### config.mk
export PLATFORM = sky130hd
export DESIGN_NAME = tsq_top
export DESIGN_NICKNAME = d
export VERILOG_FILES = /design/src/core/tsq_pkg.sv /design/src/core/tsq_top.sv /design/src/core/tsq_fifo.sv
export SDC_FILE = /design/constraint.sdc
export NUM_CORES = 1
export LEC_CHECK = 0
export BUFFER_PORTS_ARGS = -buffer_cell sky130_fd_sc_hd__buf_4
export CAP_MARGIN = 20
export CORE_AREA = 3 3 337 372
export DETAILED_ROUTE_END_ITERATION = 6
export DIE_AREA = 0 0 340 375
export PLACE_DENSITY = 0.61
export SLEW_MARGIN = 10
export SYNTH_ARGS = -nofsm -noshare
export SYNTH_HDL_FRONTEND = slang
export SYNTH_SLANG_ARGS = --single-unit
### constraint.sdc
create_clock -name core_clk -period 9.8 [get_ports core_clk]
set_clock_uncertainty 0.2 [all_clocks]
set_input_delay 1.47 -clock core_clk [delete_from_list [all_inputs] [get_ports core_clk]]
set_output_delay 1.47 -clock core_clk [all_outputs]
set_load 0.02 [all_outputs]
### src/core/tsq_pkg.sv
// Purpose: shared constants and types of the time-sync event queue
// Assumes: 32-bit AHB-Lite register bus, one clock
// Notes:   record layout follows the three record words
`default_nettype none
package tsq_pkg;
  localparam int unsigned TSQ_DW = 32;
  localparam int unsigned TSQ_AW = 8;
  // register byte offsets
  localparam logic [7:0] TSQ_OFF_CTL  = 8'h00;
  localparam logic [7:0] TSQ_OFF_PUSH = 8'h04;
  localparam logic [7:0] TSQ_OFF_RAW  = 8'h08;
  localparam logic [7:0] TSQ_OFF_MSK  = 8'h0c;
  localparam logic [7:0] TSQ_OFF_EN   = 8'h10;
  localparam logic [7:0] TSQ_OFF_DISC = 8'h14;
  localparam logic [7:0] TSQ_OFF_LO   = 8'h18;
  localparam logic [7:0] TSQ_OFF_MID  = 8'h1c;
  localparam logic [7:0] TSQ_OFF_HI   = 8'h20;
  // bit positions
  localparam int unsigned TSQ_BIT_EN   = 0;
  localparam int unsigned TSQ_BIT_PUSH = 0;
  localparam int unsigned TSQ_BIT_PEND = 0;
  localparam int unsigned TSQ_BIT_LOST = 1;
  localparam int unsigned TSQ_BIT_DISC = 0;
  localparam int unsigned TSQ_NFLAG    = 2;
  localparam logic [1:0] TSQ_FLAG_RST  = 2'h0;
  // bus constants
  localparam int unsigned TSQ_HTRANS_ACT = 1;
  localparam logic [2:0]  TSQ_HSIZE_WORD = 3'h2;
  localparam logic        TSQ_RESP_OKAY  = 1'h0;
  // counter
  localparam logic [31:0] TSQ_CNT_RST  = 32'h0000_0000;
  localparam logic [31:0] TSQ_CNT_ONE  = 32'h0000_0001;
  localparam logic [31:0] TSQ_CNT_MAX  = 32'hffff_ffff;
  localparam logic [31:0] TSQ_CNT_HALF = 32'h7fff_ffff;
  // event kind codes
  localparam logic [3:0] TSQ_K_SWPUSH = 4'h0;
  localparam logic [3:0] TSQ_K_ROLL   = 4'h1;
  localparam logic [3:0] TSQ_K_HALF   = 4'h2;
  localparam logic [3:0] TSQ_K_HWPUSH = 4'h3;
  localparam logic [3:0] TSQ_K_ETHRX  = 4'h4;
  localparam logic [3:0] TSQ_K_ETHTX  = 4'h5;
  localparam logic [4:0] TSQ_PORT_NONE = 5'h00;
  localparam logic [3:0] TSQ_MSG_NONE  = 4'h0;
  localparam logic [15:0] TSQ_SEQ_NONE = 16'h0000;
  localparam logic [2:0] TSQ_RSVD     = 3'h0;

  typedef struct packed {
    logic [2:0]  rsvd;
    logic [4:0]  port;
    logic [3:0]  kind;
    logic [3:0]  msg;
    logic [15:0] seq;
  } tsq_desc_t;

  typedef struct packed {
    tsq_desc_t   desc;
    logic [31:0] stamp;
  } tsq_rec_t;

  typedef struct packed {
    logic        is_tx;
    logic [4:0]  port;
    logic [3:0]  msg;
    logic [15:0] seq;
  } tsq_eth_evt_t;
endpackage
`default_nettype wire

### src/core/tsq_top.sv
// Purpose: time-sync event queue, counter and interrupt front end
// Assumes: AHB-Lite slave, single clock core_clk, sync active-high rst
// Notes:   reads take one wait state, writes none
//
// The AHB-Lite slave port and the address map were chosen for this implementation.
`default_nettype none
`timescale 1ns/1ps
module tsq_top #(
  parameter int unsigned HW_PUSH_N = 4,
  parameter int unsigned DEPTH     = 16,
  parameter int unsigned LW        = $clog2(DEPTH) + 1
) (
  input  wire logic                  core_clk,
  input  wire logic                  rst,
  input  wire logic                  hsel,
  input  wire logic [31:0]           haddr,
  input  wire logic [1:0]            htrans,
  input  wire logic                  hwrite,
  input  wire logic [2:0]            hsize,
  input  wire logic [31:0]           hwdata,
  input  wire logic                  hready,
  output logic                       hreadyout,
  output logic [31:0]                hrdata,
  output logic                       hresp,
  input  wire logic [HW_PUSH_N-1:0]  hw_push_pin,
  input  wire logic                  eth_evt_valid,
  input  wire tsq_pkg::tsq_eth_evt_t eth_evt,
  output logic                       irq
);
  logic                       unit_enable_bit;
  logic [tsq_pkg::TSQ_NFLAG-1:0] flag_mask_reg;
  logic                       lost_reg;
  logic [31:0]                ts_cnt_reg;
  logic                       wr_pend_reg;
  logic                       rd_pend_reg;
  logic [7:0]                 acc_addr_reg;
  logic                       hready_reg;
  logic [31:0]                hrdata_reg;
  logic                       irq_reg;
  logic [HW_PUSH_N-1:0]       sync_a_reg;
  logic [HW_PUSH_N-1:0]       sync_b_reg;
  logic [HW_PUSH_N-1:0]       prev_reg;
  logic [HW_PUSH_N-1:0]       hw_rise;
  logic                       addr_ok;
  logic                       wr_ctl;
  logic                       wr_push;
  logic                       wr_raw;
  logic                       wr_mask;
  logic                       wr_disc;
  logic                       sw_push_req;
  logic                       roll_req;
  logic                       half_req;
  logic                       hw_req;
  logic [4:0]                 hw_num;
  logic                       eth_req;
  logic [3:0]                 n_req;
  logic                       cand_valid;
  tsq_pkg::tsq_rec_t          cand_rec;
  logic                       push_ready;
  logic                       push_fire;
  logic                       pop_fire;
  logic                       raw_pending_flag;
  logic                       masked_pending_flag;
  logic                       pending_mask_bit;
  logic [tsq_pkg::TSQ_NFLAG-1:0] raw_irq_flags;
  logic [tsq_pkg::TSQ_NFLAG-1:0] masked_irq_flags;
  logic                       lost_evt;
  tsq_pkg::tsq_rec_t          head_rec;
  tsq_pkg::tsq_desc_t         hi_desc;
  logic [LW-1:0]              q_level;
  logic [31:0]                rd_val;

  // bus address phase
  assign addr_ok = hsel && htrans[tsq_pkg::TSQ_HTRANS_ACT] && hready
                   && (hsize == tsq_pkg::TSQ_HSIZE_WORD);

  always_ff @(posedge core_clk)
  begin
    if (rst)
    begin
      wr_pend_reg  <= 1'b0;
      rd_pend_reg  <= 1'b0;
      acc_addr_reg <= 8'h00;
      hready_reg   <= 1'b1;
    end
    else if (addr_ok)
    begin
      wr_pend_reg  <= hwrite;
      rd_pend_reg  <= !hwrite;
      acc_addr_reg <= haddr[tsq_pkg::TSQ_AW-1:0];
      // one wait state so a read sees any write just finished
      hready_reg   <= hwrite;
    end
    else
    begin
      wr_pend_reg <= 1'b0;
      rd_pend_reg <= 1'b0;
      hready_reg  <= 1'b1;
    end
  end

  // write decode in the data phase
  assign wr_ctl  = wr_pend_reg && (acc_addr_reg == tsq_pkg::TSQ_OFF_CTL);
  assign wr_push = wr_pend_reg && (acc_addr_reg == tsq_pkg::TSQ_OFF_PUSH);
  assign wr_raw  = wr_pend_reg && (acc_addr_reg == tsq_pkg::TSQ_OFF_RAW);
  assign wr_mask = wr_pend_reg && (acc_addr_reg == tsq_pkg::TSQ_OFF_EN);
  assign wr_disc = wr_pend_reg && (acc_addr_reg == tsq_pkg::TSQ_OFF_DISC);

  always_ff @(posedge core_clk)
  begin
    if (rst)
    begin
      unit_enable_bit <= 1'b0;
    end
    else if (wr_ctl)
    begin
      unit_enable_bit <= hwdata[tsq_pkg::TSQ_BIT_EN];
    end
  end

  always_ff @(posedge core_clk)
  begin
    if (rst)
    begin
      flag_mask_reg <= tsq_pkg::TSQ_FLAG_RST;
    end
    else if (wr_mask)
    begin
      flag_mask_reg <= hwdata[tsq_pkg::TSQ_NFLAG-1:0];
    end
  end

  // time-stamp counter, cleared while the unit is off
  always_ff @(posedge core_clk)
  begin
    if (rst || !unit_enable_bit)
    begin
      ts_cnt_reg <= tsq_pkg::TSQ_CNT_RST;
    end
    else
    begin
      ts_cnt_reg <= ts_cnt_reg + tsq_pkg::TSQ_CNT_ONE;
    end
  end

  // hardware push pins: two-flop sync, then rise detect
  always_ff @(posedge core_clk)
  begin
    if (rst)
    begin
      sync_a_reg <= '0;
      sync_b_reg <= '0;
      prev_reg   <= '0;
    end
    else
    begin
      sync_a_reg <= hw_push_pin;
      sync_b_reg <= sync_a_reg;
      prev_reg   <= sync_b_reg;
    end
  end

  assign hw_rise = sync_b_reg & ~prev_reg;

  always_comb
  begin
    hw_num = tsq_pkg::TSQ_PORT_NONE;
    for (int i = HW_PUSH_N - 1; i >= 0; i--)
    begin
      if (hw_rise[i])
      begin
        hw_num = 5'(i);
      end
    end
  end

  // event sources; all but the software push need the unit running
  assign sw_push_req = wr_push && hwdata[tsq_pkg::TSQ_BIT_PUSH];
  assign roll_req    = unit_enable_bit && (ts_cnt_reg == tsq_pkg::TSQ_CNT_MAX);
  assign half_req    = unit_enable_bit && (ts_cnt_reg == tsq_pkg::TSQ_CNT_HALF);
  assign hw_req      = unit_enable_bit && (|hw_rise);
  assign eth_req     = unit_enable_bit && eth_evt_valid;
  assign n_req = 4'(sw_push_req) + 4'(roll_req) + 4'(half_req)
                 + 4'(hw_req) + 4'(eth_req);

  // one record per cycle; lower priority sources are dropped and flagged
  always_comb
  begin
    cand_valid         = 1'b1;
    cand_rec.stamp     = ts_cnt_reg;
    cand_rec.desc.rsvd = tsq_pkg::TSQ_RSVD;
    cand_rec.desc.port = tsq_pkg::TSQ_PORT_NONE;
    cand_rec.desc.kind = tsq_pkg::TSQ_K_SWPUSH;
    cand_rec.desc.msg  = tsq_pkg::TSQ_MSG_NONE;
    cand_rec.desc.seq  = tsq_pkg::TSQ_SEQ_NONE;
    if (sw_push_req)
    begin
      cand_rec.desc.kind = tsq_pkg::TSQ_K_SWPUSH;
    end
    else if (roll_req)
    begin
      // stamp kept but carries no meaning for rollover
      cand_rec.desc.kind = tsq_pkg::TSQ_K_ROLL;
    end
    else if (half_req)
    begin
      cand_rec.desc.kind = tsq_pkg::TSQ_K_HALF;
    end
    else if (hw_req)
    begin
      cand_rec.desc.kind = tsq_pkg::TSQ_K_HWPUSH;
      cand_rec.desc.port = hw_num;
    end
    else if (eth_req)
    begin
      cand_rec.desc.kind = eth_evt.is_tx ? tsq_pkg::TSQ_K_ETHTX
                                         : tsq_pkg::TSQ_K_ETHRX;
      cand_rec.desc.port = eth_evt.port;
      cand_rec.desc.msg  = eth_evt.msg;
      cand_rec.desc.seq  = eth_evt.seq;
    end
    else
    begin
      cand_valid = 1'b0;
    end
  end

  assign push_fire = cand_valid && push_ready;
  assign lost_evt  = (n_req > 4'h1) || (cand_valid && !push_ready);
  // discard only acts on a queue that holds something
  assign pop_fire  = wr_disc && hwdata[tsq_pkg::TSQ_BIT_DISC]
                     && raw_pending_flag;

  tsq_fifo #(
    .W     ($bits(tsq_pkg::tsq_rec_t)),
    .DEPTH (DEPTH)
  ) u_queue (
    .core_clk  (core_clk),
    .rst       (rst),
    .in_valid  (cand_valid),
    .in_data   (cand_rec),
    .in_ready  (push_ready),
    .out_valid (raw_pending_flag),
    .out_ready (pop_fire),
    .out_data  (head_rec),
    .level     (q_level)
  );

  // lost flag: set wins over a same-cycle clear
  always_ff @(posedge core_clk)
  begin
    if (rst)
    begin
      lost_reg <= 1'b0;
    end
    else if (lost_evt)
    begin
      lost_reg <= 1'b1;
    end
    else if (wr_raw && hwdata[tsq_pkg::TSQ_BIT_LOST])
    begin
      lost_reg <= 1'b0;
    end
  end

  assign pending_mask_bit = flag_mask_reg[tsq_pkg::TSQ_BIT_PEND];
  assign raw_irq_flags    = {lost_reg, raw_pending_flag};
  assign masked_irq_flags = raw_irq_flags & flag_mask_reg;
  assign masked_pending_flag = masked_irq_flags[tsq_pkg::TSQ_BIT_PEND];

  always_ff @(posedge core_clk)
  begin
    if (rst)
    begin
      irq_reg <= 1'b0;
    end
    else
    begin
      irq_reg <= |masked_irq_flags;
    end
  end

  // upper word: port only for Ethernet records, cleared for kind code 3
  always_comb
  begin
    hi_desc = head_rec.desc;
    if (head_rec.desc.kind == tsq_pkg::TSQ_K_HWPUSH)
    begin
      hi_desc.port = tsq_pkg::TSQ_PORT_NONE;
    end
  end

  // read mux, unmapped and write-only words read zero
  always_comb
  begin
    rd_val = '0;
    if (acc_addr_reg == tsq_pkg::TSQ_OFF_CTL)
    begin
      rd_val[tsq_pkg::TSQ_BIT_EN] = unit_enable_bit;
    end
    else if (acc_addr_reg == tsq_pkg::TSQ_OFF_RAW)
    begin
      rd_val[tsq_pkg::TSQ_NFLAG-1:0] = raw_irq_flags;
    end
    else if (acc_addr_reg == tsq_pkg::TSQ_OFF_MSK)
    begin
      rd_val[tsq_pkg::TSQ_NFLAG-1:0] = masked_irq_flags;
    end
    else if (acc_addr_reg == tsq_pkg::TSQ_OFF_EN)
    begin
      rd_val[tsq_pkg::TSQ_NFLAG-1:0] = flag_mask_reg;
    end
    else if (acc_addr_reg == tsq_pkg::TSQ_OFF_LO)
    begin
      rd_val = head_rec.stamp;
    end
    else if (acc_addr_reg == tsq_pkg::TSQ_OFF_MID)
    begin
      rd_val = head_rec.desc;
    end
    else if (acc_addr_reg == tsq_pkg::TSQ_OFF_HI)
    begin
      rd_val = hi_desc;
    end
    else
    begin
      rd_val = '0;
    end
  end

  always_ff @(posedge core_clk)
  begin
    if (rst)
    begin
      hrdata_reg <= 32'h0000_0000;
    end
    else if (rd_pend_reg)
    begin
      hrdata_reg <= rd_val;
    end
  end

  assign hreadyout = hready_reg;
  assign hrdata    = hrdata_reg;
  assign hresp     = tsq_pkg::TSQ_RESP_OKAY;
  assign irq       = irq_reg;
endmodule // tsq_top
`default_nettype wire

### src/core/tsq_fifo.sv
// Purpose: record queue with valid/ready on both sides
// Assumes: DEPTH is a power of two
// Notes:   head word is read straight from the array
`default_nettype none
`timescale 1ns/1ps
module tsq_fifo #(
  parameter int unsigned W     = 64,
  parameter int unsigned DEPTH = 16,
  parameter int unsigned AW    = $clog2(DEPTH)
) (
  input  wire logic          core_clk,
  input  wire logic          rst,
  input  wire logic          in_valid,
  input  wire logic [W-1:0]  in_data,
  output logic               in_ready,
  output logic               out_valid,
  input  wire logic          out_ready,
  output logic [W-1:0]       out_data,
  output logic [AW:0]        level
);
  logic [W-1:0]  mem [DEPTH];
  logic [AW-1:0] wr_ptr_reg;
  logic [AW-1:0] rd_ptr_reg;
  logic [AW:0]   cnt_reg;
  logic          push;
  logic          pop;

  assign in_ready  = (cnt_reg != (AW+1)'(DEPTH));
  assign out_valid = (cnt_reg != '0);
  assign out_data  = mem[rd_ptr_reg];
  assign level     = cnt_reg;
  assign push      = in_valid && in_ready;
  assign pop       = out_valid && out_ready;

  always_ff @(posedge core_clk)
  begin
    if (push)
    begin
      mem[wr_ptr_reg] <= in_data;
    end
  end

  always_ff @(posedge core_clk)
  begin
    if (rst)
    begin
      wr_ptr_reg <= '0;
      rd_ptr_reg <= '0;
      cnt_reg    <= '0;
    end
    else
    begin
      if (push)
      begin
        wr_ptr_reg <= wr_ptr_reg + AW'(1);
      end
      if (pop)
      begin
        rd_ptr_reg <= rd_ptr_reg + AW'(1);
      end
      if (push && !pop)
      begin
        cnt_reg <= cnt_reg + (AW+1)'(1);
      end
      else if (pop && !push)
      begin
        cnt_reg <= cnt_reg - (AW+1)'(1);
      end
    end
  end
endmodule // tsq_fifo
`default_nettype wire

## Yosys cells after proc, flatten, opt, wreduce, memory -nomap -nowiden

Memories as Yosys holds them, arrays and structs flattened. A register that Yosys moved wholly into a read port is not among the register bits.
Index checks and enable logic that the tools add are counted.

- Logic and storage cells: 121
- Latch bits: 0
- Bits of input ports: 105
- Memory bits (read-only): 0
- RAM bits: 976
- Memories: 1
- Bits in registers: 105
- Output and inout bits: 35

Memory list:

| name | depth | bits a word | rd ports | clocked after Yosys merged registers in | write ports | line | text |
|---|---|---|---|---|---|---|---|
| u_queue.mem | 16 | 61 | 1 | 1 | 1 | tsq_fifo.sv:21 | `logic [W-1:0] mem [DEPTH];` |

- Equality and inequality tests: 13
- Reductions and logical operators: 35
- $add $sub $neg: 9
- Bitwise operators: 4
- Multiply operators: 0
- Shifts and indexed selects: 0
- Magnitude comparators: 1
- Multiplexer cells: 42
- Div/mod/pow operators: 0

Operator list:

| kind | count |
|---|---|
| $mux W32 | 3 |
| $mux W30 | 3 |
| $mux W20 | 4 |
| $mux W5 | 9 |
| $add A32 B1 Y32 const B | 1 |
| $eq A32 B31 Y1 const B | 1 |
| $eq A32 B32 Y1 const B | 1 |
| $eq A8 B5 Y1 const B | 4 |
| $mux W31 | 1 |
| $mux W29 | 1 |
| $logic_and A1 B1 Y1 | 21 |
| $mux W4 | 5 |
| $eq A8 B4 Y1 const B | 2 |
| $mux W1 | 11 |
| $mux W9 | 1 |
| $add A4 B1 Y4 const B | 2 |
| $eq A8 B3 Y1 const B | 1 |
| $eq A8 B6 Y1 const B | 1 |
| $logic_not A8 Y1 | 1 |
| $mux W2 | 4 |
| $add A5 B1 Y5 const B | 1 |
| $logic_not A1 Y1 | 5 |
| $ne A5 B5 Y1 const B | 1 |
| $reduce_bool A5 Y1 | 1 |
| other kinds (16) | 19 |

## Longest topological paths before layout

Gate-level depths: netlist of run 1.

- Word-level depth: 13
- Gate-level depth with buffers: 15
- Gate-level depth less buffers: 15

## Modules after synthesis

A second synthesis of run 1 with hierarchy kept.

- Cells, all modules: 2,156
- Area total of the unflattened synthesis: 43,426.6 sq um

By module, submodules not included:

| module | area each (sq um) | cells an instance | instances |
|---|---|---|---|
| tsq_fifo | 39,126.3 | 1,671 | 1 |
| tsq_top | 4,300.4 | 485 | 1 |

## Worst setup path before layout of run 1

OpenSTA, ideal clock, no wires.

- Path type: input port to flip-flop
- Start point: input port hwdata[0]
- End point: memory u_queue.mem[0][0] (netlist bit), enable pin
- Path buffers: 0
- Cell stages on the path: 7
- Arrival time: 6,802 ps
- Setup slack: 2,246 ps
- Data required time: 9,048 ps
- Cell sequence: nand2_1 > or4_1 > nor2_2 > nor2_1 > a21oi_4 > nand2_1 > nor3_1

- Cells in the longest elaborated chain, start to end: 5

Ends and longest elaborated chain:

| item | line | text |
|---|---|---|
| start: declaration | tsq_top.sv:20 | `input wire logic [31:0] hwdata,` |
| $logic_and A1 B1 Y1 | tsq_top.sv:178 | `assign sw_push_req = wr_push && hwdata[tsq_pkg::TSQ_BIT_PUSH];` |
| $mux W1 | tsq_top.sv:196 | `if (sw_push_req)` |
| $logic_and A1 B1 Y1 | tsq_fifo.sv:32 | `assign push = in_valid && in_ready;` |
| named net u_queue.push | tsq_fifo.sv:25 | `logic push;` |
| $mux W1 | tsq_fifo.sv:37 | `if (push)` |
| $mux W1 (implied by the code) | tsq_fifo.sv:39 | `mem[wr_ptr_reg] <= in_data;` |
| end: declaration | tsq_fifo.sv:21 |  |

The timed path passes the listed nets, and every way through them passes these cells.

## Worst setup path in the final report of run 1

- Start point: register ts_cnt_reg[1]
- End point: memory u_queue.mem[14][45] (netlist bit), enable pin

- Cells in the longest elaborated chain, start to end: 8
- Elaborated cells on any way between the ends: 10
- Those cells by class: eq/ne (2); mux (5); reduce/logical (3)

Ends and longest elaborated chain:

| item | line | text |
|---|---|---|
| start: declaration | tsq_top.sv:33 | `logic [31:0] ts_cnt_reg;` |
| start signal: assignment | tsq_top.sv:138 | `ts_cnt_reg <= tsq_pkg::TSQ_CNT_RST;` |
| start signal: assignment | tsq_top.sv:142 | `ts_cnt_reg <= ts_cnt_reg + tsq_pkg::TSQ_CNT_ONE;` |
| $eq A32 B31 Y1 | tsq_top.sv:180 | `assign half_req = unit_enable_bit && (ts_cnt_reg == tsq_pkg::TSQ_CNT_HALF);` |
| $logic_and A1 B1 Y1 | tsq_top.sv:180 |  |
| $mux W1 | tsq_top.sv:205 | `else if (half_req)` |
| $mux W1 (*) | tsq_top.sv:200 | `else if (roll_req)` |
| $mux W1 (*) | tsq_top.sv:196 |  |
| $logic_and A1 B1 Y1 (*) | tsq_fifo.sv:32 |  |
| named net u_queue.push | tsq_fifo.sv:25 |  |
| $mux W1 (*) | tsq_fifo.sv:37 |  |
| $mux W1 (implied by the code) (*) | tsq_fifo.sv:39 |  |

The timed path passes the listed nets; every way through them passes the cells marked *.

==> results of run 1 <==
## worst min path at each step
| stage | from | to | depth (start not counted) |
|---|---|---|---|
| after floorplan | sync_a_reg[0]$_SDFF_PP0_ | sync_b_reg[0]$_SDFF_PP0_ | 1 |
| after global placement | sync_a_reg[1]$_SDFF_PP0_ | sync_b_reg[1]$_SDFF_PP0_ | 1 |
| after detailed placement | sync_a_reg[3]$_SDFF_PP0_ | sync_b_reg[3]$_SDFF_PP0_ | 1 |
| after CTS | sync_a_reg[3]$_SDFF_PP0_ | sync_b_reg[3]$_SDFF_PP0_ | 1 |
| after global routing | sync_a_reg[2]$_SDFF_PP0_ | sync_b_reg[2]$_SDFF_PP0_ | 1 |
| final | sync_a_reg[3]$_SDFF_PP0_ | sync_b_reg[3]$_SDFF_PP0_ | 1 |
## logic make-up after synthesis
| group | Yosys count | share of synthesized area (%) |
|---|---|---|
| AO/OA/AOI/OAI | 108 | 1.761 |
| AND/OR/NAND/NOR | 291 | 3.534 |
| adder cells (fa/ha/maj) | 13 | 0.4303 |
| other | 1 | 0.009083 |
| multiplexers | 315 | 16.55 |
| flip-flops | 1069 | 75.11 |
| XOR/XNOR | 39 | 0.8273 |
| buffers and inverters | 130 | 1.779 |
## placed cells by master (no fill, tap or decap), types with 12 or more instances in the layout
cell,instances
a21oi_1,25
a22o_1,21
and2_1,26
buf_4,123
clkbuf_1,19
clkbuf_16,108
clkinv_1,19
clkinv_2,28
dfxtp_1,105
edfxtp_1,960
inv_1,28
mux2i_1,19
mux4_2,282
nand2_1,59
nand3_1,25
nand4_1,12
nor2_1,76
nor2_4,12
nor2b_1,21
o21ai_1,23
xnor2_1,12
xor2_1,27
## where the power goes
group          internal (W)  leakage, nW  switching [W]
combinational     0.0000170         3.37      0.0000164
clock               0.00213         1.62        0.00168
sequential          0.00489         9.91     0.00000146
total               0.00704         14.9        0.00170
## layout make-up
cell class | count | area, µm²
well taps | 1632 | 2042
fillers | 10800 | 74500
multi-input cells | 767 | 9663
clock inverters | 63 | 437.9
clock buffers | 131 | 2829
inverters | 29 | 108.9
repair buffers | 125 | 948.4
flip-flops and latches | 1069 | 31020
## worst register-to-register path: stages, from the launching register on
cell and delay [ns]:
dfxtp_1 0.71, ha_1 0.33, and4_1 0.32, nand3_1 0.27, nor4_4 0.60, nand4_1 0.38, a21oi_4 0.39, nand2_1 0.28
nor2_4 0.60, buf_4 0.93
## metal layers
layer / vias to the layer above / track usage (%) / wire [µm]
li1: 8341 / - / -
met1: 10540 / 21.06 / 40960
met2: 674 / 23.29 / 44680
met3: 104 / 2.604 / 6400
met4: 0 / 3.587 / 1790
met5: - / 0 / 0
## metrics by stage
step / power, W / hold WS, ns
after floorplan: 0.005003 / 0.2138
after global placement: 0.005023 / 0.2576
after detailed placement: 0.005024 / 0.2357
after CTS: 0.008819 / 0.2601
after global routing: 0.009007 / 0.2866
final: 0.008738 / 0.2596
==> results.cfg, run 1 <==
[yosys]
synth.avg_cell_area_um2 = 21.00
yosysTopAreaCell = edfxtp_1
synth_cell_types = 59
ys_async_sr_fraction_pct = 0
synthCells = 1966
synth_area_um2 = 41290
ys_warn_count = 0
ys_seq_area_share_pct = 75.11
synth.net_count = 2084
yosys-top-cells-area = edfxtp_1 (70%), mux4_2 (15%), dfxtp_1 (5.3%)
ys_top_cells_by_count = edfxtp_1 (960), mux4_2 (282), dfxtp_1 (109)
yosys.area.top_type_share_pct = 69.82
synth-edff-count = 960
yosysMostFrequentCell = edfxtp_1
ys_seq_elements = 1069
ys.flop_type = edfxtp_1

[job]
cap_violations = 0

[setup_path]
crit_path_end_kind = flip-flop
crit_end = u_queue.mem[14][45]$_DFFE_PP_
cp.required_ns = 9.87
path_class = reg2reg
cp.depth = 9
crit_chain = ha_1 > and4_1 > nand3_1 > nor4_4 > nand4_1 > a21oi_4 > nand2_1 > nor2_4 > buf_4
slowest_stage = buf_4
rrSetupSlack_ns = 4.36
cp.arrival_ns = 5.51
r2r_start = ts_cnt_reg[1]$_SDFF_PP0_
cp_top_family = simple AND/OR/NAND/NOR gates
critPathMaxStageDelay_ns = 0.91
start_kind = flip-flop
ff2ff_path_depth = 9
r2r-end = u_queue.mem[14][45]$_DFFE_PP_
cp_max_fo = 45
crit_start = ts_cnt_reg[1]$_SDFF_PP0_
path_buf_inv = 1

[cts]
hold_buffers = 0
clock_latency_ns = 0.67
cts.sinks = 1069
numCtsBuffers = 103
path_clk_slew_ns = 0.06
post_cts_resized = 0
clockBufferDepth = 3
cts_root_buffer = clkbuf_16
postCtsSetupBuffers = 0
cts_max_level = 3
cts_tree = yes

[die]
start_util_pct = 33.97
coreArea_um2 = 121600
die_x_um = 340
io_pins = 140
die_h_um = 375
dieArea_um2 = 127500
num_rows = 134

[grt]
grt-ovfl-total = 0
grt_antenna_before_repair = 6
grt_pass1_vias = 20730
grt_pass1_wl_mm = 139.2
grt_usage_pct = 14.68
grt_max_degree = 107

[detailed_routing]
viasPerCell = 5.151
dr.pass1.iters = 5
drt.antenna.violating_nets = 0
drtIter0Drc = 2049
drc_errors = 0
num_vias = 19660
wl_per_cell_um = 24.59
drt-total-wl_mm = 93.83

[sta]
fin_crit_sh_pct = 55.50
tightest_slew_ns = 1.037
setup_violations = 0
period_minus_slack_ns = 5.439
finalHoldViolations = 0
fmax_ghz = 0.1839
finalMaxSlewViolations = 0
setup_tns_ns = 0
rsz0062_at_grt = false
finalWorstSetupSlack_ns = 4.361
relSlewSlack_pct = 30.90

[finish]
final_cells = 3816
n_antenna_cell = 0
largest_register_ffs = 960
fin_area_um2 = 47050
final_nets = 2213
drive_gt1_share_pct = 27.43
areaGrowthSynthToFinish_pct = 13.97
post-route-util_pct = 38.71

[placed_design]
post-place-ws_ns = 4.320
gp_congestion = 0.7588
io_buffers = 83
dpl_cell_area_um2 = 43790
dpl.hpwl_mm = 49.08
place_inst = 3622

[power]
p_leak_nw = 14.90
ir_worst_vdd_mv = 0.1416
powerDensity_nw_per_um2 = 185.7

[run_status]
outcome = finished clean

[min_path]
hp-class = reg2reg
Note: power is estimated with default switching activity, not from simulation.
==> run 2, diff against run 1 <==
--- a/config.mk
+++ b/config.mk
@@ -10,7 +10,7 @@
 export CORE_AREA = 3 3 337 372
 export DETAILED_ROUTE_END_ITERATION = 6
 export DIE_AREA = 0 0 340 375
-export PLACE_DENSITY = 0.61
+export PLACE_DENSITY = 0.62
 export SLEW_MARGIN = 10
 export SYNTH_ARGS = -nofsm -noshare
 export SYNTH_HDL_FRONTEND = slang
==> constraint.sdc (replaced) <==
create_clock -name core_clk -period 4.5 [get_ports core_clk]
set_clock_uncertainty 0.2 [all_clocks]
set_input_delay 0.675 -clock core_clk [delete_from_list [all_inputs] [get_ports core_clk]]
set_output_delay 0.675 -clock core_clk [all_outputs]
set_load 0.02 [all_outputs]
==> results.cfg, run 2 (synthesis results as in run 1) <==
[power]
powerDensity_nw_per_um2 = 396.0
p_leak_nw = 15.49
ir_worst_vdd_mv = 0.3080

[sta]
fin_crit_sh_pct = 91.59
relSlewSlack_pct = 33.30
setup_violations = 0
finalHoldViolations = 0
rsz0062_at_grt = false
fmax_ghz = 0.2426
tightest_slew_ns = 0.9961
finalMaxSlewViolations = 0
period_minus_slack_ns = 4.121
setup_tns_ns = 0

[placed_design]
dpl.hpwl_mm = 51.33
io_buffers = 83
gp_congestion = 0.7952

[die]
io_pins = 140
die_x_um = 340
die_h_um = 375
coreArea_um2 = 121600
dieArea_um2 = 127500
start_util_pct = 33.97
num_rows = 134

[grt]
grt.met2_usage_pct = 24.01
grt_usage_pct = 14.87
grt-ovfl-total = 0
grt_pass1_wl_mm = 140.9
grt_util_met1_pct = 21.11
busiest_layer = met2
use_met3_pct = 2.325
grt_pass1_vias = 20870
grt_max_degree = 61
grt_antenna_before_repair = 3

[setup_path]
crit_chain = ha_1 > and4_1 > nand3_1 > nor4_4 > nand4_1 > buf_4 > a21oi_4 > ha_1 > inv_1 > fa_1 > a21o_1 > a21oi_1 > xnor2_1 > or3_1 > a21oi_1
path_class = reg2reg
start_kind = flip-flop
critPathMaxStageDelay_ns = 0.47
slowest_stage = nor4_4
cp.required_ns = 4.87
cp_max_fo = 6
cp.arrival_ns = 4.50
crit_path_end_kind = flip-flop

[cts]
cts.sinks = 1069
clock_latency_ns = 0.67
path_clk_slew_ns = 0.07
cts_max_level = 3
cts_root_buffer = clkbuf_16
cts_tree = yes
post_cts_resized = 0
numCtsBuffers = 101
clockBufferDepth = 3

[finish]
drive_gt1_share_pct = 28.79
post-route-util_pct = 39.38
layout_commonest_cell = edfxtp_1
largest_register_ffs = 960
areaGrowthSynthToFinish_pct = 15.95
layout_common_cells = edfxtp_1 (960), mux4_2 (282), buf_4 (151), clkbuf_16 (106), dfxtp_1 (105)
n_antenna_cell = 0
fillers = 10690
final_nets = 2270

[detailed_routing]
num_vias = 20160
drtIter0Drc = 1893
drt.antenna.violating_nets = 0
drt-total-wl_mm = 95.54
dr.pass1.iters = 7
drc_errors = 0
viasPerCell = 5.207
wl_per_cell_um = 24.67

[min_path]
hp-class = in2reg

[job]
cap_violations = 0

[run_status]
outcome = finished clean
-- run 2: cell types whose count changed in the layout (fill, tap and decap cells not counted), moves of 3 or more --
| cell | before | now |
|---|---|---|
| buf_4 | 123 | 151 |
| clkbuf_1 | 19 | 24 |
| buf_12 | 1 | 31 |
| clkinv_2 | 28 | 19 |
| clkbuf_8 | 4 | 7 |
| clkinv_1 | 19 | 22 |
| nor3_2 | 5 | 1 |
| clkinvlp_4 | 3 | 0 |
| nor3_4 | 0 | 4 |
-- run 2: critical path: cells and delay by family (launching register included) --
kind | cells | cell delay [ns]
xor+xnor | 1 | 0.10
buf+inv | 2 | 0.30
compound gates | 4 | 0.80
flops | 1 | 0.33
simple gates | 5 | 1.42
fa+ha+maj | 3 | 0.88
-- run 2: worst paths after layout --
kind / depth (start not counted) / start / endpoint / slack [ns]
setup / recovery: 15 / ts_cnt_reg[0]$_SDFF_PP0_ / u_queue.level[4]$_SDFFE_PP0P_ / 0.38
hold reg to reg: 1 / sync_a_reg[3]$_SDFF_PP0_ / sync_b_reg[3]$_SDFF_PP0_ / 0.26
setup reg to reg: 15 / ts_cnt_reg[0]$_SDFF_PP0_ / u_queue.level[4]$_SDFFE_PP0P_ / 0.38
hold / removal: 2 / hw_push_pin[0] / sync_a_reg[0]$_SDFF_PP0_ / 0.04
-- run 2: metrics by stage --
| step | total power (W) | std cells | area (µm²) | setup WS [ns] | hold WS, ns |
|---|---|---|---|---|---|
| 2_1_floorplan | 0.01089 | 1966 | 41310 | -0.9503 | 0.2138 |
| 3_3_place_gp | 0.01094 | 3676 | 44600 | 0.3435 | 0.2358 |
| 3_5_place_dp | 0.01094 | 3676 | 44600 | 0.3413 | 0.2391 |
| 4_1_cts | 0.01913 | 3869 | 47850 | 0.2757 | 0.002444 |
| 5_1_grt | 0.01951 | 3872 | 47870 | 0.1541 | 0.03307 |
| 6_report | 0.01896 | 3872 | 47870 | 0.3785 | 0.03970 |
-- run 2: report_power, final --
group          switching, W  total (W)  internal (W)  leakage, nW
logic             0.0000371  0.0000755     0.0000384         3.74
registers        0.00000268     0.0107        0.0107         10.2
clock network       0.00361    0.00823       0.00461         1.59
total               0.00365     0.0190        0.0153         15.5
-- run 2: cell type report --
cell class	instances	area [µm²]	share of cell area [%]
multi-input combinational	767	9688	20.24
timing repair buffer	184	1774	3.706
sequential	1069	31020	64.81
clock buffer	137	2839	5.930
inverter	29	108.9	0.2274
tap	1632	2042	4.265
clock inverter	54	395.4	0.8259
-- run 2: routing by layer --
layer	up-vias	wire length [µm]
met5	-	0
met4	0	2049
met3	139	5818
met2	681	45980
met1	10890	41690
li1	8447	-
-- run 2: what timing repair did --
action / 4_1_cts / 5_1_grt
hold buffers: 2 / 0
hold endpoints to repair: 2 / 0
endpoints found under the setup margin: 0 / 1
buffers inserted: 0 / 2
